==> src/cmsd_pkg.sv <==
// Shared encodings and constants for the control mode strap decoder.
`default_nettype none
package cmsd_pkg;
    // Three-level pin value as seen by the digital logic.
    typedef enum logic [1:0] {
        CMSD_LVL_LOW = 2'h0,
        CMSD_LVL_MID = 2'h1,
        CMSD_LVL_HIGH = 2'h3
    } cmsd_level_e;

    // Control interface chosen by the straps.
    typedef enum logic [1:0] {
        CMSD_IF_HW = 2'h0,
        CMSD_IF_SERIAL = 2'h1,
        CMSD_IF_PARALLEL = 2'h3
    } cmsd_iface_e;

    // Parallel host styles, coded as {bus_mux_select, host_style_select}.
    typedef enum logic [1:0] {
        CMSD_PAR_NM_MOTO = 2'h0,
        CMSD_PAR_NM_INTL = 2'h1,
        CMSD_PAR_MX_MOTO = 2'h2,
        CMSD_PAR_MX_INTL = 2'h3
    } cmsd_par_e;

    // Jitter attenuator placement.
    typedef enum logic [1:0] {
        CMSD_JA_TX = 2'h0,
        CMSD_JA_OFF = 2'h1,
        CMSD_JA_RX = 2'h3
    } cmsd_ja_e;

    localparam int CMSD_TS_W = 3;
    localparam int CMSD_LP_W = 8;
    localparam int CMSD_ADDR_W = 5;
    localparam int CMSD_AD_W = 8;
    localparam logic [3:0] CMSD_LATCH_CYCLES = 4'h2;
endpackage
`default_nettype wire

==> src/cmsd_if.sv <==
// Strap and host-port pins between the board/host end and the device end.
`default_nettype none
interface cmsd_if;
    import cmsd_pkg::*;
    logic [1:0] control_iface_select;
    logic bus_mux_select;
    logic host_style_select;
    logic [1:0] cs_jas_level;
    logic [CMSD_TS_W-1:0] template_select;
    logic [CMSD_LP_W-1:0] loopback_select;
    logic clock_edge_select;
    logic out_enable_pin;
    logic addr_latch_strobe;
    logic [CMSD_AD_W-1:0] ad_bus;

    modport device (
        input control_iface_select, bus_mux_select, host_style_select, cs_jas_level,
        input template_select, loopback_select, clock_edge_select, out_enable_pin,
        input addr_latch_strobe, ad_bus
    );
    modport board (
        output control_iface_select, bus_mux_select, host_style_select, cs_jas_level,
        output template_select, loopback_select, clock_edge_select, out_enable_pin,
        output addr_latch_strobe, ad_bus
    );
endinterface
`default_nettype wire

==> src/cmsd_device.sv <==
// Device end: latches straps and decodes control mode and global settings.
`default_nettype none
module cmsd_device
    import cmsd_pkg::*;
(
    input wire logic clk,
    input wire logic rst,
    cmsd_if.device pins,
    output logic straps_valid,
    output cmsd_iface_e iface_mode,
    output cmsd_par_e par_style,
    output logic par_muxed,
    output logic par_style_b,
    output logic line_code_ami,
    output cmsd_ja_e ja_place,
    output logic [CMSD_TS_W-1:0] hw_template,
    output logic [CMSD_LP_W-1:0] hw_loopback,
    output logic hw_clock_edge,
    output logic hw_out_enable,
    output logic host_port_enabled,
    output logic serial_port_active,
    output logic [CMSD_ADDR_W-1:0] latched_addr,
    output logic addr_valid
);
    logic [3:0] settle_r;
    logic [1:0] mode_lvl_r;
    logic mux_r;
    logic style_r;
    logic [1:0] jas_r;
    logic ale_prev_r;
    logic [CMSD_ADDR_W-1:0] addr_r;
    logic addr_valid_r;

    wire latch_now = (settle_r == CMSD_LATCH_CYCLES);
    wire is_hw = (mode_lvl_r == CMSD_LVL_LOW);
    wire is_ser = (mode_lvl_r == CMSD_LVL_MID);
    wire is_par = (mode_lvl_r == CMSD_LVL_HIGH);
    // In host modes the shared pin is the chip select; mid level reads as high.
    wire cs_n = (pins.cs_jas_level != CMSD_LVL_LOW);
    wire muxed_now = is_par && mux_r;
    wire strobe_fall = ale_prev_r && !pins.addr_latch_strobe;

    // Straps are captured a fixed time after reset, never under reset itself.
    always_ff @(posedge clk) begin
        if (rst) begin
            settle_r <= 4'h0;
        end else if (settle_r <= CMSD_LATCH_CYCLES) begin
            settle_r <= settle_r + 4'h1;
        end
    end

    always_ff @(posedge clk) begin
        if (rst) begin
            mode_lvl_r <= 2'h0;
            mux_r <= 1'b0;
            style_r <= 1'b0;
            jas_r <= 2'h0;
        end else if (latch_now) begin
            mode_lvl_r <= pins.control_iface_select;
            mux_r <= pins.bus_mux_select;
            style_r <= pins.host_style_select;
            jas_r <= pins.cs_jas_level;
        end
    end

    always_ff @(posedge clk) begin
        if (rst) begin
            ale_prev_r <= 1'b1;
            addr_r <= 5'h00;
            addr_valid_r <= 1'b0;
        end else begin
            ale_prev_r <= pins.addr_latch_strobe;
            // Both multiplexed styles latch on the falling strobe; top lines dropped.
            if (muxed_now && !cs_n && strobe_fall) begin
                addr_r <= pins.ad_bus[CMSD_ADDR_W-1:0];
                addr_valid_r <= 1'b1;
            end else if (cs_n) begin
                addr_valid_r <= 1'b0;
            end
        end
    end

    // Outputs become meaningful only once the straps have been latched.
    assign straps_valid = (settle_r > CMSD_LATCH_CYCLES);
    assign iface_mode = is_ser ? CMSD_IF_SERIAL : (is_par ? CMSD_IF_PARALLEL : CMSD_IF_HW);
    assign par_style = cmsd_par_e'({mux_r, style_r});
    assign par_muxed = muxed_now;
    assign par_style_b = is_par && style_r;
    // Host style and line code share a pin; only hardware mode reads it as line code.
    assign line_code_ami = is_hw && style_r;
    assign ja_place = !is_hw ? CMSD_JA_OFF
        : (jas_r == CMSD_LVL_LOW) ? CMSD_JA_TX
        : (jas_r == CMSD_LVL_HIGH) ? CMSD_JA_RX : CMSD_JA_OFF;
    // Template, loopback, edge and enable pins are live only in hardware mode.
    assign hw_template = is_hw ? pins.template_select : 3'h0;
    assign hw_loopback = is_hw ? pins.loopback_select : 8'h00;
    assign hw_clock_edge = is_hw && pins.clock_edge_select;
    assign hw_out_enable = is_hw && pins.out_enable_pin;
    assign host_port_enabled = !is_hw && straps_valid && !cs_n;
    assign serial_port_active = is_ser && straps_valid && !cs_n;
    assign latched_addr = addr_r;
    assign addr_valid = addr_valid_r;
endmodule
`default_nettype wire

==> src/flat_wrapper.sv <==
// flat-port wrapper written by rule: the top's interface ports become plain ports
module cmsd_device_flat import cmsd_pkg::*;
  (clk, rst, straps_valid, iface_mode, par_style, par_muxed, par_style_b, line_code_ami, ja_place, hw_template, hw_loopback, hw_clock_edge, hw_out_enable, host_port_enabled, serial_port_active, latched_addr, addr_valid, pins_control_iface_select, pins_bus_mux_select, pins_host_style_select, pins_cs_jas_level, pins_template_select, pins_loopback_select, pins_clock_edge_select, pins_out_enable_pin, pins_addr_latch_strobe, pins_ad_bus);
  cmsd_if pins_i ();
  input wire logic clk;
  input wire logic rst;
  output logic straps_valid;
  output cmsd_iface_e iface_mode;
  output cmsd_par_e par_style;
  output logic par_muxed;
  output logic par_style_b;
  output logic line_code_ami;
  output cmsd_ja_e ja_place;
  output logic [CMSD_TS_W-1:0] hw_template;
  output logic [CMSD_LP_W-1:0] hw_loopback;
  output logic hw_clock_edge;
  output logic hw_out_enable;
  output logic host_port_enabled;
  output logic serial_port_active;
  output logic [CMSD_ADDR_W-1:0] latched_addr;
  output logic addr_valid;
  input wire logic [$bits(pins_i.control_iface_select)-1:0] pins_control_iface_select;
  input wire logic [$bits(pins_i.bus_mux_select)-1:0] pins_bus_mux_select;
  input wire logic [$bits(pins_i.host_style_select)-1:0] pins_host_style_select;
  input wire logic [$bits(pins_i.cs_jas_level)-1:0] pins_cs_jas_level;
  input wire logic [$bits(pins_i.template_select)-1:0] pins_template_select;
  input wire logic [$bits(pins_i.loopback_select)-1:0] pins_loopback_select;
  input wire logic [$bits(pins_i.clock_edge_select)-1:0] pins_clock_edge_select;
  input wire logic [$bits(pins_i.out_enable_pin)-1:0] pins_out_enable_pin;
  input wire logic [$bits(pins_i.addr_latch_strobe)-1:0] pins_addr_latch_strobe;
  input wire logic [$bits(pins_i.ad_bus)-1:0] pins_ad_bus;
  assign pins_i.control_iface_select = pins_control_iface_select;
  assign pins_i.bus_mux_select = pins_bus_mux_select;
  assign pins_i.host_style_select = pins_host_style_select;
  assign pins_i.cs_jas_level = pins_cs_jas_level;
  assign pins_i.template_select = pins_template_select;
  assign pins_i.loopback_select = pins_loopback_select;
  assign pins_i.clock_edge_select = pins_clock_edge_select;
  assign pins_i.out_enable_pin = pins_out_enable_pin;
  assign pins_i.addr_latch_strobe = pins_addr_latch_strobe;
  assign pins_i.ad_bus = pins_ad_bus;
  cmsd_device u_core (.clk(clk), .rst(rst), .pins(pins_i), .straps_valid(straps_valid), .iface_mode(iface_mode), .par_style(par_style), .par_muxed(par_muxed), .par_style_b(par_style_b), .line_code_ami(line_code_ami), .ja_place(ja_place), .hw_template(hw_template), .hw_loopback(hw_loopback), .hw_clock_edge(hw_clock_edge), .hw_out_enable(hw_out_enable), .host_port_enabled(host_port_enabled), .serial_port_active(serial_port_active), .latched_addr(latched_addr), .addr_valid(addr_valid));
endmodule
==> config.mk <==
export PLATFORM = sky130hd
export DESIGN_NAME = cmsd_device_flat
export DESIGN_NICKNAME = d
export VERILOG_FILES = /design/src/cmsd_pkg.sv /design/src/cmsd_if.sv /design/src/cmsd_device.sv /design/src/flat_wrapper.sv
export SDC_FILE = /design/constraint.sdc
export NUM_CORES = 1
export LEC_CHECK = 0
export ABC_AREA = 1
export BUFFER_PORTS_ARGS = -buffer_cell sky130_fd_sc_hd__buf_2
export CORE_MARGIN = 4
export CORE_UTILIZATION = 46
export CTS_BUF_LIST = sky130_fd_sc_hd__clkbuf_8
export CTS_CLUSTER_DIAMETER = 120
export CTS_CLUSTER_SIZE = 10
export DETAILED_ROUTE_END_ITERATION = 6
export PLACE_DENSITY = 0.83
export RECOVER_POWER = 25
export SLEW_MARGIN = 20
export SYNTH_ARGS = -nofsm -noshare
export SYNTH_HDL_FRONTEND = slang
export SYNTH_SLANG_ARGS = --single-unit
==> constraint.sdc <==
create_clock -name clk -period 3.94 [get_ports clk]
set_input_delay 0.985 -clock clk [delete_from_list [all_inputs] [get_ports clk]]
set_output_delay 0.985 -clock clk [all_outputs]
set_load 0.03 [all_outputs]
==> metrics.md, run 1 <==
| Metric | Value |
|---|---|
| Core area | `between 1500 and 2000 um^2` |
| Starting DRT DRC Count | `18` |
| Fin crit share | `between 70% and 80%` |
| Hold buffer count at CTS | `0` |
| CP Class | `in2out` |
| Data arrival, critical path | `around 1.9 ns` |
| H-tree depth | `1` |
| Static Leak | `between 0.7 and 0.8 nW` |
| WHS | `roughly 0.44 ns` |
| Fmax | `approximately 350 MHz` |
| Cts bufs inserted | `3` |
| Final Slew Violations | `0` |
| Pwr Density | `about 660 nW/um^2` |
| Dpl hpwl | `~1900 um` |
| Most common cell after layout, fill and taps aside | `buf_2` |
| Max incr delay on CP | `~0.28 ns` |
| Gpl congestion | `0.7525` |
| DP Area | `roughly 1200 um^2` |
| Port Buffers | `57` |
| Cell mode on critical path | `buf_2` |
| Die area | `approximately 2800 um^2` |
| Die W | `between 50 and 60 um` |
| FF+latch count, synth | `17` |
| Outcome | `finished, final reports clean` |
| Yosys Warn Count | `0` |
| CP top delay family | `simple AND/OR/NAND/NOR gates` |
| CTS tree | `done` |
| RSZ-0062 raised after global routing | `false` |
| Post-Syn Area | `922.1 um^2` |
| Clk sinks | `17` |
| Worst-path clk slew | `approximately 0.06 ns` |
| Via density | `between 4 and 5` |
| Total grt overflow | `0` |
| GRT Total Usage | `about 17%` |
| Initial Utilization | `between 50% and 60%` |
| Relative slew slack | `76.75%` |
| Register area share after synthesis | `between 30% and 40%` |
| CP cell instances | `buf_2 > nor2_1 > nand2_1 > nor3b_1 > buf_2` |
| Vias in the first global route | `between 800 and 900` |
| Synth area leader | `dfxtp_1` |
| Hold Vio Cnt, Final | `0` |
| Critical path peak fanout | `3` |
| Ratio of cells with drive above 1 in the final layout | `between 30% and 40%` |
| Most frequent cells in the layout | `buf_2, nor2_1, inv_1` |
| Min Tclk post-route | `around 2.9 ns` |
| # setup viols final | `0` |
| DR vias | `~970` |
| Global-route wire length before repair | `about 3600 um` |
| Clock Latency Late Sink | `between 0.2 and 0.3 ns` |
| Worst vdd ir | `between 0.4 and 0.5 mV` |
| Clk buf depth | `2` |
| Placement Rows | `15` |
| Critical Path RT | `2.95 ns` |
| Synth Net Count | `174` |
| CP Launch Type | `input pin` |
| Final ANT Viol Nets | `0` |
| Synth-to-Final Area Change | `34.74%` |
| Tot Pwr | `0.8141 mW` |
| I/O pin count | `slightly above 60` |
| Drt wl/cell | `about 10 um` |
| Post-Syn Instances | `142` |
| Layout net count | `230` |
| Die H | `roughly 53 um` |
| Post-CTS resize count | `0` |
| Hold/Removal Path Class | `reg2reg` |
| Setup_tns | `0 ns` |
| Fillers | `170` |
| Max-cap violations | `0` |
| Synth top area share | `between 30% and 40%` |
| CTS root buf | `clkbuf_8` |
| Yosys cell types | `22` |
| Synth area leaders | `dfxtp_1, nor2_1, inv_1, nand2_1, a21oi_1` |
| Crit. End Element | `primary output` |
| Worst-Margin Slew | `around 0.35 ns` |
| First-pass DRT Iterations | `4` |
| Max Clock Skew | `around 0.0005 ns` |
| Buf/Inv on CP | `2` |
| Slowest CP cell | `nor2_1` |
| Final wirelength | `between 2000 and 2500 um` |
| Synth Area per Inst | `approximately 6.5 um^2` |
| Ant diodes | `0` |
| Residual DRC count | `0` |
| Antenna violations before repair | `0` |
| Design Area, Final | `1242 um^2` |
| Pin count of the biggest net entering global routing | `16` |
| # Post-CTS Setup Buffers | `0` |
synth_stat cells:
library cell   n
nor2_1        35
inv_1         33
dfxtp_1       17
nand2_1       17
a21oi_1        8
nand3_1        8
o21ai_1        5
buf_2          2
buf_4          2
ha_1           2
nand2_4        2
buf_6          1
clkbuf_1       1
clkinv_2       1
inv_2          1
nand2_2        1
nor2_2         1
nor2_4         1
nor2_8         1
nor3_1         1
nor3b_1        1
o21ai_0        1
layout make-up:
type | instances | area, um^2 | share of cell area (%)
inverter | 35 | 132.6 | 10.67
tap | 25 | 31.28 | 2.518
sequential | 17 | 340.3 | 27.39
clock buffer | 3 | 41.29 | 3.323
timing repair buffer | 57 | 284.0 | 22.86
clock inverter | 1 | 3.754 | 0.3021
multi-input combinational | 84 | 409.1 | 32.93
stage by stage:
stage	utilization, %	std cells	worst slack (ns)
finish	68.25	222	1.050
global route	68.25	222	0.9630
CTS	68.32	222	1.041
detailed placement	65.84	218	1.040
global placement	65.84	218	1.069
floorplan	-	142	0.8843
per-layer routing:
metal	up-vias	global-route usage [%]	routed length, um
met5	-	0	0
met2	25	33.88	1225
li1	520	-	-
met3	2	5.698	162
met4	0	3.830	14
met1	422	17.35	854
where the power goes:
group,internal [mW],total [mW],switching (mW)
clock,0.0690,0.124,0.0551
combinational,0.123,0.453,0.331
sequential,0.208,0.237,0.0285
total,0.400,0.814,0.415
worst paths after layout:
kind	startpoint	to	slack, ns	cells after the start
max	pins_cs_jas_level[1]	serial_port_active	1.05	5
max reg2reg	u_core.settle_r[0]	u_core.mode_lvl_r[1]	2.66	6
min	u_core.settle_r[3]	u_core.settle_r[3]	0.44	2
min reg2reg	u_core.settle_r[3]	u_core.settle_r[3]	0.44	2
flip-flops by register name, summed over array words and instances, names as in the netlist:
signal,flops
u_core.style_r,1
u_core.settle_r,4
u_core.mux_r,1
u_core.jas_r,2
u_core.ale_prev_r,1
u_core.mode_lvl_r,2
u_core.latched_addr,5
u_core.addr_valid,1
worst register-to-register path: cells and delay by family, from the launching register on:
| kind | cells | cell delay (ns) |
|---|---|---|
| simple gates | 3 | 0.41 |
| fa+ha+maj | 1 | 0.22 |
| buf+inv | 2 | 0.18 |
| flops | 1 | 0.36 |
logic make-up (layout without fill, tap and decap cells):
group / Yosys count / in the layout / synth area share, %
compound gates: 14 / 14 / 7.598
fa+ha+maj: 2 / 2 / 2.713
buf+inv: 41 / 96 / 18.72
flops: 17 / 17 / 36.91
simple gates: 68 / 68 / 34.06
Power figures use the tool's default switching activity.
==> inputs of run 2 (changes only) <==
--- a/config.mk
+++ b/config.mk
@@ -5,15 +5,15 @@
 export SDC_FILE = /design/constraint.sdc
 export NUM_CORES = 1
 export LEC_CHECK = 0
-export ABC_AREA = 1
+export ABC_AREA = 0
 export BUFFER_PORTS_ARGS = -buffer_cell sky130_fd_sc_hd__buf_2
 export CORE_MARGIN = 4
-export CORE_UTILIZATION = 46
+export CORE_UTILIZATION = 38
 export CTS_BUF_LIST = sky130_fd_sc_hd__clkbuf_8
 export CTS_CLUSTER_DIAMETER = 120
 export CTS_CLUSTER_SIZE = 10
 export DETAILED_ROUTE_END_ITERATION = 6
-export PLACE_DENSITY = 0.83
+export PLACE_DENSITY = 0.74
 export RECOVER_POWER = 25
 export SLEW_MARGIN = 20
 export SYNTH_ARGS = -nofsm -noshare
==> constraint.sdc (replaced) <==
create_clock -name clk -period 2.4 [get_ports clk]
set_input_delay 0.6 -clock clk [delete_from_list [all_inputs] [get_ports clk]]
set_output_delay 0.6 -clock clk [all_outputs]
set_load 0.03 [all_outputs]
==> run 2 against run 1 <==
Against the previous run: wire length is 12% lower; global-route usage is 4.8 points lower; first-iteration DRC count is 56% higher; largest power group unchanged; highest routed layer is now met3.
==> metrics.md, run 2 <==
| Metric | Value |
|---|---|
| Outcome | `finished, final reports clean` |
| Power Internal | `roughly 0.65 mW` |
| Main combinational cell family by area after synthesis | `simple AND/OR/NAND/NOR gates` |
| Fmax | `around 450 MHz` |
| Synth Net Count | `about 130` |
| Hold/Removal Path Class | `reg2reg` |
| Static Leak | `0.5874 nW` |
| Die area | `about 3100 um^2` |
| Tot Pwr | `about 1.1 mW` |
| DP Area | `1162 um^2` |
| Post-CTS resize count | `0` |
| Worst R2R Path Depth | `5` |
| Sequential Power Share | `between 30% and 40%` |
| Residual DRC count | `0` |
| Fillers | `223` |
| Area of the multi-input gates | `~480 um^2` |
| Worst vdd ir | `~0.48 mV` |
| Post-Place Setup Slack | `~0.37 ns` |
| First-pass DRT Iterations | `4` |
| Worst setup margin | `0.1694 ns` |
| CP Launch Type | `register` |
| Pwr Density | `roughly 950 nW/um^2` |
| Core area | `approximately 2200 um^2` |
| Clock Power Share | `18.1%` |
| Hold buffer count at CTS | `0` |
| DR vias | `832` |
| Switching share of total power | `42.82%` |
| Final wirelength | `approximately 2000 um` |
| Crit. End Element | `primary output` |
| Synth Area per Inst | `9.084 um^2` |
| XOR/XNOR Fraction of Synth Area | `0%` |
| Die H | `around 56 um` |
| Relative slew slack | `between 50% and 60%` |
| Port Buffers | `57` |
| Ratio of cells with drive above 1 in the final layout | `41.06%` |
| CP Class | `reg2out` |
| Final ANT Viol Nets | `0` |
| Synth area leaders | `dfxtp_1, mux2i_1, and2_1, nand2b_1, nor2_1` |
| Main synth FF type | `dfxtp_1` |
| Design Area, Final | `around 1200 um^2` |
| Clk sinks | `17` |
| Vias in the first global route | `a little under 800` |
| Critical Path RT | `~1.8 ns` |
| Fin crit share | `approximately 93%` |
| Max Clock Skew | `roughly 0.0028 ns` |
| Async S/R FF share, synth | `0%` |
| Final Non-Filler Cells | `around 180` |
| Ant diodes | `0` |
| RSZ-0062 raised after global routing | `false` |
| Count leader, synth | `dfxtp_1` |
| CTS tree | `done` |
| Flip-flop and latch area | `between 300 and 400 um^2` |
| Post-Syn Area | `between 800 and 900 um^2` |
| Cell depth of the worst hold path | `2` |
| WHS | `between 0.4 and 0.5 ns` |
| # Post-CTS Setup Buffers | `0` |
| H-tree depth | `1` |
| Clock Latency Late Sink | `between 0.2 and 0.3 ns` |
| Placement Rows | `17` |
| Most frequent cells in the layout | `buf_2, dfxtp_1, and2_1` |
| Sw Pwr | `about 0.49 mW` |
| CTS root buf | `clkbuf_8` |
| Min Tclk post-route | `~2.2 ns` |
| Cts bufs inserted | `3` |
| Clk buf depth | `2` |
| Initial Utilization | `between 30% and 40%` |
| Post-Synth Adder-Cell Area | `under 10%` |
| Synth-to-Final Area Change | `37.73%` |
| Critical path peak fanout | `5` |
| Synth Area in Compound Gates | `approximately 5.5%` |
| Final Slew Violations | `0` |
| Pin count of the biggest net entering global routing | `23` |
| Top cells by count, synth | `dfxtp_1, and2_1, nor2_1, mux2i_1, nand2b_1` |
| GRT Total Usage | `12.57%` |
| Yosys cell types | `28` |
| Worst-path clk slew | `approximately 0.060 ns` |
| Post-synth EDFFs | `0` |
| Via density | `~4.6` |
| Most common cell after layout, fill and taps aside | `buf_2` |
| Global-route wire length before repair | `3222 um` |
| Layout net count | `~180` |
| Starting DRT DRC Count | `28` |
| Data arrival, critical path | `1.63 ns` |
| Drt wl/cell | `11.08 um` |
| Final core occ | `54.83%` |
| Simple-Gate Fraction of Synth Area | `33.29%` |
| Worst-Margin Slew | `between 0.7 and 0.8 ns` |
| I/O pin count | `61` |
| Synth top area share | `about two fifths` |
| Antenna violations before repair | `0` |
| Total grt overflow | `0` |
| Yosys Warn Count | `0` |
| Hold Vio Cnt, Final | `0` |
| Gate power share | `50.0%` |
| Mux contribution to synthesized area | `roughly an eighth` |
| Max reg flops | `5` |
| FF+latch count, synth | `17` |
| Post-Syn Instances | `between 90 and 100` |
| Register area share after synthesis | `39.02%` |
| Die W | `around 56 um` |
| Gpl congestion | `between 0.7 and 0.8` |
| # setup viols final | `0` |
| Setup_tns | `0 ns` |
| Post-Place Cells | `175` |
| Synth area leader | `dfxtp_1` |
| Max-cap violations | `0` |
[run 2: cell types whose count changed in the layout (fill, tap and decap cells not counted), moves of 7 or more]
cell / delta
nand2_1: -15
nor2_1: -23
buf_2: -8
a21oi_1: -7
inv_1: -32
clkbuf_1: +7
and2_1: +15
mux2i_1: +11
nand3_1: -7
nand2b_1: +11
[run 2: path summary, 6_finish.rpt]
| kind | startpoint | end | slack [ns] |
|---|---|---|---|
| worst max-delay path | u_core.settle_r[0] | host_port_enabled | 0.17 |
| worst min-delay path | u_core.latched_addr[3] | u_core.latched_addr[3] | 0.48 |
| worst max register to register | u_core.settle_r[1] | u_core.style_r | 0.94 |
| worst min register to register | u_core.latched_addr[3] | u_core.latched_addr[3] | 0.48 |
[run 2: power by group through the flow]
stage	Combinational, mW	Sequential [mW]	Clock (mW)
floorplan	0.434	0.358	0
global placement	0.563	0.363	0
detailed placement	0.575	0.367	0
CTS	0.576	0.361	0.213
global route	0.619	0.369	0.226
finish	0.568	0.362	0.206
[run 2: area by class of cell]
cell class | count | share of cell area (%)
Timing Repair Buffer | 59 | 24.38
Clock buffer | 3 | 3.438
Tap cell | 28 | 2.917
Multi-Input combinational cell | 69 | 39.90
Clock inverter | 1 | 0.4167
Inverter | 2 | 0.6250
Sequential cell | 17 | 28.33
[run 2: kinds of logic after synthesis]
group	count (synthesis)
AOI/OAI and AO/OA	6
buffers and inverters	10
DFF	17
adders and majority gates	2
and+or+nand+nor	50
muxes	11
[run 2: layer usage]
metal,part of all wire [%],GRT usage (%),up-vias
met3,13,5.104,0
li1,-,-,424
met1,42,14.35,365
met2,45,20.78,43
met5,0,0,-
met4,0,5.085,0
[run 2: worst max-delay path: stages (launching register included)]
cell	delay (ns)
dfxtp_1	0.33
inv_1	0.07
ha_1	0.20
nand2b_1	0.23
a2111oi_2	0.33
buf_4	0.22
